===== config.mk =====
export PLATFORM = sky130hd
export DESIGN_NAME = bss_boot_start_select
export DESIGN_NICKNAME = d
export VERILOG_FILES = /design/src/shared/bss_pkg.sv /design/src/hw/bss_boot_start_select.sv /design/src/hw/bss_start_decode.sv
export SDC_FILE = /design/constraint.sdc
export NUM_CORES = 1
export LEC_CHECK = 0
export BUFFER_PORTS_ARGS = -buffer_cell sky130_fd_sc_hd__buf_2
export CAP_MARGIN = 20
export CORE_MARGIN = 2
export CORE_UTILIZATION = 47
export CTS_CLUSTER_SIZE = 25
export DETAILED_ROUTE_END_ITERATION = 10
export GPL_TIMING_DRIVEN = 0
export PLACE_DENSITY = 0.8
export SLEW_MARGIN = 20
export SYNTH_ARGS = -nofsm -noshare
export SYNTH_HDL_FRONTEND = slang
export SYNTH_HIERARCHICAL = 1
export SYNTH_SLANG_ARGS = --single-unit

===== constraint.sdc =====
create_clock -name i_sys_clk -period 1.2 [get_ports i_sys_clk]
set_input_delay 0.06 -clock i_sys_clk [delete_from_list [all_inputs] [get_ports i_sys_clk]]
set_output_delay 0.06 -clock i_sys_clk [all_outputs]
set_load 0.01 [all_outputs]

===== src/shared/bss_pkg.sv =====
// constants and types for the reset-time boot start selection block
`default_nettype none
package bss_pkg;

  // ----------------------------------------------------------------
  // widths, field positions and values
  // ----------------------------------------------------------------
  localparam int unsigned ADDR_W = 16;
  localparam int unsigned BYTE_W = 8;
  localparam int unsigned JUMP_BIT_POS = 6;

  localparam logic [BYTE_W-1:0] FLASH_CTL_HW_BOOT = 8'h00;
  localparam logic [BYTE_W-1:0] FLASH_CTL_NORMAL = 8'hf0;
  localparam logic [ADDR_W-1:0] PC_USER_FLASH = 16'h0000;
  localparam logic [ADDR_W-1:0] PC_BOOT_FLASH = 16'hf800;
  localparam logic [ADDR_W-1:0] BOOT_WIN_LO = 16'hf800;
  localparam logic [ADDR_W-1:0] BOOT_WIN_HI = 16'hffff;
  localparam logic [BYTE_W-1:0] UBV_DEFAULT = 8'hfc;
  localparam logic [BYTE_W-1:0] UBV_ENTRY_LOW = 8'h00;
  // security byte of a part shipped with the loader: jump bit clear
  localparam logic [BYTE_W-1:0] SEC_SHIPPED = 8'hbf;

  // ----------------------------------------------------------------
  // types
  // ----------------------------------------------------------------
  typedef enum logic [1:0]
  {
    BSS_SAMPLE = 2'h0,
    BSS_RUN = 2'h1
  } bss_phase_t;

  typedef struct packed
  {
    logic program_store_enable_n;
    logic external_access_pin;
    logic ale_pin;
  } bss_straps_t;

  typedef struct packed
  {
    logic hw_cond;
    logic boot_space_enable;
    logic start_in_boot;
    logic [BYTE_W-1:0] flash_control_reg;
    logic [ADDR_W-1:0] start_pc;
  } bss_choice_t;

  typedef struct packed
  {
    bss_phase_t phase;
    logic boot_valid;
    bss_choice_t choice;
    logic [ADDR_W-1:0] user_boot_entry;
    logic user_boot_present;
    logic sel_boot_flash;
  } bss_state_t;

endpackage : bss_pkg
`default_nettype wire


===== src/hw/bss_boot_start_select.sv =====
// reset-time boot start selection: strap capture, start address, mapping
`default_nettype none
`timescale 1ns/10ps

module bss_boot_start_select
(
  input wire logic i_sys_clk,
  input wire logic i_reset,
  input wire logic i_program_store_enable_n,
  input wire logic i_external_access_pin,
  input wire logic i_ale_pin,
  input wire logic [bss_pkg::BYTE_W-1:0] i_hw_security_byte,
  input wire logic i_security_byte_valid,
  input wire logic [bss_pkg::BYTE_W-1:0] i_user_boot_vector_byte,
  input wire logic i_user_boot_vector_valid,
  input wire logic i_api_active,
  input wire logic [bss_pkg::ADDR_W-1:0] i_code_addr,
  output logic o_boot_valid,
  output logic o_hw_boot_cond,
  output logic o_boot_space_enable,
  output logic o_start_in_boot,
  output logic [bss_pkg::BYTE_W-1:0] o_flash_control_reg,
  output logic [bss_pkg::ADDR_W-1:0] o_start_pc,
  output logic [bss_pkg::ADDR_W-1:0] o_user_boot_entry,
  output logic o_user_boot_present,
  output logic o_sel_boot_flash
);
  import bss_pkg::*;

  // ----------------------------------------------------------------
  // helpers
  // ----------------------------------------------------------------
  function automatic logic in_boot_window(input logic [ADDR_W-1:0] addr);
    in_boot_window = (addr >= BOOT_WIN_LO) && (addr <= BOOT_WIN_HI);
  endfunction : in_boot_window

  function automatic logic [BYTE_W-1:0] eff_security
  (
    input logic valid,
    input logic [BYTE_W-1:0] raw
  );
    // an unprogrammed byte reads as the shipped value: loader first
    eff_security = valid ? raw : SEC_SHIPPED;
  endfunction : eff_security

  // ----------------------------------------------------------------
  // decode of the live pins
  // ----------------------------------------------------------------
  bss_straps_t straps;
  bss_choice_t live_choice;
  logic [BYTE_W-1:0] sec_byte;
  logic jump_bit;
  logic [BYTE_W-1:0] ubv;

  // an open ALE pin reads high through the board pull-up
  assign straps = '{program_store_enable_n: i_program_store_enable_n,
    external_access_pin: i_external_access_pin,
    ale_pin: i_ale_pin};
  assign sec_byte = eff_security(i_security_byte_valid,
    i_hw_security_byte);
  assign jump_bit = sec_byte[JUMP_BIT_POS];
  assign ubv = i_user_boot_vector_valid ? i_user_boot_vector_byte
    : UBV_DEFAULT;

  bss_start_decode u_decode
  (
    .i_straps(straps),
    .i_boot_jump_bit(jump_bit),
    .o_choice(live_choice)
  );

  // ----------------------------------------------------------------
  // state
  // ----------------------------------------------------------------
  bss_state_t s_q;
  bss_state_t s_d;

  always_comb
  begin
    s_d = s_q;
    case (s_q.phase)
      BSS_SAMPLE:
      begin
        // first edge after release stands for the reset falling edge
        s_d.choice = live_choice;
        s_d.user_boot_entry = {ubv, UBV_ENTRY_LOW};
        s_d.user_boot_present = (ubv != UBV_DEFAULT);
        s_d.boot_valid = 1'b1;
        s_d.phase = BSS_RUN;
      end
      BSS_RUN:
      begin
        // pins are ignored from here until the next reset
        s_d.choice = s_q.choice;
      end
      default:
      begin
        s_d.phase = BSS_SAMPLE;
        s_d.boot_valid = 1'b0;
      end
    endcase
    // loader code owns the top window while it runs or calls routines
    s_d.sel_boot_flash = s_q.boot_valid && in_boot_window(i_code_addr)
      && (i_api_active || s_q.choice.start_in_boot);
  end

  always_ff @(posedge i_sys_clk or posedge i_reset)
  begin
    if (i_reset)
    begin
      s_q <= '0;
    end
    else
    begin
      s_q <= s_d;
    end
  end

  // ----------------------------------------------------------------
  // outputs
  // ----------------------------------------------------------------
  assign o_boot_valid = s_q.boot_valid;
  assign o_hw_boot_cond = s_q.choice.hw_cond;
  assign o_boot_space_enable = s_q.choice.boot_space_enable;
  assign o_start_in_boot = s_q.choice.start_in_boot;
  assign o_flash_control_reg = s_q.choice.flash_control_reg;
  assign o_start_pc = s_q.choice.start_pc;
  assign o_user_boot_entry = s_q.user_boot_entry;
  assign o_user_boot_present = s_q.user_boot_present;
  assign o_sel_boot_flash = s_q.sel_boot_flash;

  logic first_q;
  always_ff @(posedge i_sys_clk or posedge i_reset)
  begin
    if (i_reset)
    begin
      first_q <= 1'b1;
    end
    else
    begin
      first_q <= 1'b0;
    end
  end
endmodule : bss_boot_start_select
`default_nettype wire


===== src/hw/bss_start_decode.sv =====
// combinational decode of straps and jump bit into the boot choice
`default_nettype none
`timescale 1ns/10ps
module bss_start_decode
(
  input wire bss_pkg::bss_straps_t i_straps,
  input wire logic i_boot_jump_bit,
  output var bss_pkg::bss_choice_t o_choice
);
  import bss_pkg::*;

  // ----------------------------------------------------------------
  // decision
  // ----------------------------------------------------------------
  always_comb
  begin
    o_choice.hw_cond = !i_straps.program_store_enable_n
      && i_straps.external_access_pin
      && i_straps.ale_pin;
    o_choice.boot_space_enable = i_boot_jump_bit;
    if (o_choice.hw_cond)
    begin
      // jump bit is ignored: the loader runs anyway
      o_choice.flash_control_reg = FLASH_CTL_HW_BOOT;
      o_choice.start_pc = PC_BOOT_FLASH;
      o_choice.start_in_boot = 1'b1;
    end
    else
    begin
      o_choice.flash_control_reg = FLASH_CTL_NORMAL;
      if (i_boot_jump_bit)
      begin
        o_choice.start_pc = PC_USER_FLASH;
        o_choice.start_in_boot = 1'b0;
      end
      else
      begin
        o_choice.start_pc = PC_BOOT_FLASH;
        o_choice.start_in_boot = 1'b1;
      end
    end
  end

endmodule : bss_start_decode
`default_nettype wire


==> impl_results.md <==
- Reg2Reg Depth: 2
- Core area: 0.00361 mm^2
- Cells after synthesis: 139
- Post-route ant nets: 0
- Sw Share: 24.7%
- Synth Area in XOR/XNOR: 0%
- Final Hold Fails: 0
- Cell chosen for the clock root: clkbuf_8
- Synth top area share: 54.6%
- Pre-antenna DRT Iters: 4
- Post-synth EDFFs: 0
- Total GRT Usage: 15.0%
- Final Wtd Congestion: 0.632
- Critical Path Sink: o_hw_boot_cond
- Post-Route WL: 2900 um
- Register area: 951 um^2
- Vias in the first global route: 1039
- H-Tree Depth: 2
- FF+latch count, synth: 38
- Mean post-synth cell area: 12.5 um^2
- Worst-Skew Late Latency: 280 ps
- Area after DPL: 0.00220 mm^2
- Footprint of the multi-input gates: 564 um^2
- Synth area leaders: dfrtp_1 55%, mux2_2 17%, buf_4 15%
- N_diodes: 0
- Max Freq: 947 MHz
- WL/cell: 10.4 um
- Final min period: 1060 ps
- Distinct cells, synth: 19
- Die ar.: 0.00421 mm^2
- Post-cts hold buffer count: 3
- Row Count: 22
- Seq/Total Area, Yosys: 54.6%
- Final setup fails: 0
- Synthesized cell area: 0.00174 mm^2
- Cell area after layout: 0.00231 mm^2
- Resized Gates After CTS: 0
- Final core occ: 64.0%
- Area leader, netlist: dfrtp_1
- Clk network pwr share: 28.9%
- Post-DP HPWL: 2230 um
- CP Class: register to register
- Psw: 0.678 mW
- CTS tree: built
- Crit path required time: 1360 ps
- Clock skew: 1.80 ps
- YS warnings: 6
- Pint: 2.07 mW
- Post-CTS setup buffer count: 0
- R2R Setup Slk: 140 ps
- LEAKAGE: 1.20 nW
- Vias/cell: 4.16
- Logic pwr share: 18.6%
- Critical path peak fanout: 10
- Initial Utilization: 48.3%
- Layout area overhead: 32.6%
- Die height: 64.9 um
- Multiplexer share of the synthesized area: 17.5%
- Critical R2R Capture: o_hw_boot_cond
- Max-slew violations: 0
- Post-Synth Adder-Cell Area: 0%
- Tot Pwr: 2.75 mW
- Maximum VDD drop: 844 uV
- Pwr/cell area: 1190 mW/mm^2
- Drt first-iter violations: 59
- Crit-path cells: buf_4, mux2_2
- Ys async rst share: 100%
- Largest family of logic cells by synthesized area: multiplexers
- Crit Reg-Reg Startpoint: o_boot_valid
- Clock buffer depth: 2
- Primary FF master, synth: dfrtp_1
- Total gr overflow: 0
- Clock sinks: 38
- Max reg flops: 16
- Pin count of the biggest net entering global routing: 23
- Crit share post-route: 88.0%
- Worst EP arrival: 1220 ps
- Slowest cell on crit path: dfrtp_1
- CP startpoint: o_boot_valid
- Port bufs: 59
- Hold Crit Class: primary input to register
- Fill cells: 302
- RSZ-0062 raised after global routing: false
- DRC Markers: 0
- Clk slew on worst S/H paths: 70 ps
- First-pass GRT wire length: 4680 um
- Slowest stage delay, CP: 390 ps
- Die width: 64.9 um
- Layout cells sized above 1: 57.4%
- Final net count: 270
- # IOs: 86
- Synth Area in Simple Gates: 6.33%
- TritonCTS Buffers: 5
- Max-Cap Viols: 0
- Run status: completed
- Reg power frac: 52.5%
- Worst setup EP type: register
- Synth Area in Compound Gates: 3.45%
- Via count: 1157
- Initial antenna violation count: 0
- Worst setup SP type: register
==> cells in the mapped netlist (2+ instances only) <==
library cell / number
nor2_1: 7
dfrtp_1: 38
nand4_1: 2
a21oi_1: 6
mux2_2: 27
conb_1: 3
buf_4: 35
a22o_1: 2
nand2_1: 2
inv_1: 8
==> worst min path at each step <==
stage,start,cells past startpoint,end
final,i_code_addr[15],3,o_sel_boot_flash
after global routing,i_code_addr[15],3,o_sel_boot_flash
after CTS,i_code_addr[15],3,o_sel_boot_flash
after detailed placement,i_reset,2,o_start_pc[8]
after global placement,i_user_boot_vector_byte[0],2,o_user_boot_entry[8]
after floorplan,i_code_addr[14],2,o_sel_boot_flash
==> per-stage QoR <==
stage | std cells | hold WS (ps) | worst slack, ps | TNS (ps)
CTS | 278 | 6.82 | 140 | 0
finish | 278 | 15.1 | 145 | 0
global route | 278 | 1.84 | 78.1 | 0
global placement | 267 | 289 | -210 | -7930
detailed placement | 268 | 68.1 | 152 | 0
floorplan | 160 | 183 | 156 | 0
==> final cells by class <==
class,count,share of cell area [%]
Buffer,36,11.9
Clock buffer,7,3.31
Inverter,8,1.30
Multi-Input combinational cell,78,24.4
Sequential cell,38,41.2
Tap cell,48,2.60
Timing Repair Buffer,63,15.3
==> worst max-delay path, delay by kind of cell, from the launching register on <==
kind / cells / cell delay, ps
DFF: 1 / 390
muxes: 1 / 350
buffers and inverters: 1 / 210
==> layout by cell type (no fill, tap or decap), drive strengths merged <==
| cell | n |
|---|---|
| buf | 96 |
| dfrtp | 38 |
| mux2 | 27 |
| conb | 24 |
| inv | 8 |
| nor2 | 7 |
| clkbuf | 7 |
| a21oi | 6 |
| dlygate4sd3 | 3 |
| nand2 | 3 |
| a22o | 2 |
| nand4 | 2 |
| nor2b | 1 |
| nand2b | 1 |
| and2 | 1 |
| o211ai | 1 |
| nand4bb | 1 |
| o21ai | 1 |
| nand3b | 1 |
==> power by group through the flow <==
stage                     logic [mW]  registers (mW)  clock network [mW]
after floorplan                0.261            1.52                   0
after global routing           0.564            1.45               0.889
final                          0.512            1.44               0.794
after global placement         0.490            1.46                   0
after detailed placement       0.511            1.47                   0
after CTS                      0.519            1.44               0.829
==> logic make-up (layout without fill, tap and decap cells) <==
family | Yosys count | in the layout
compound gates | 10 | 10
simple gates | 17 | 17
flops | 38 | 38
other cells | 3 | 24
buf+inv | 44 | 114
mux | 27 | 27
==> metal layers <==
layer,up-vias,global-route usage [%],routed length (um)
met2,35,25.0,1480
met3,2,5.38,182
met4,0,6.38,21
li1,578,-,-
met1,542,17.3,1210
met5,-,0,0
Power figures use the tool's default switching activity.
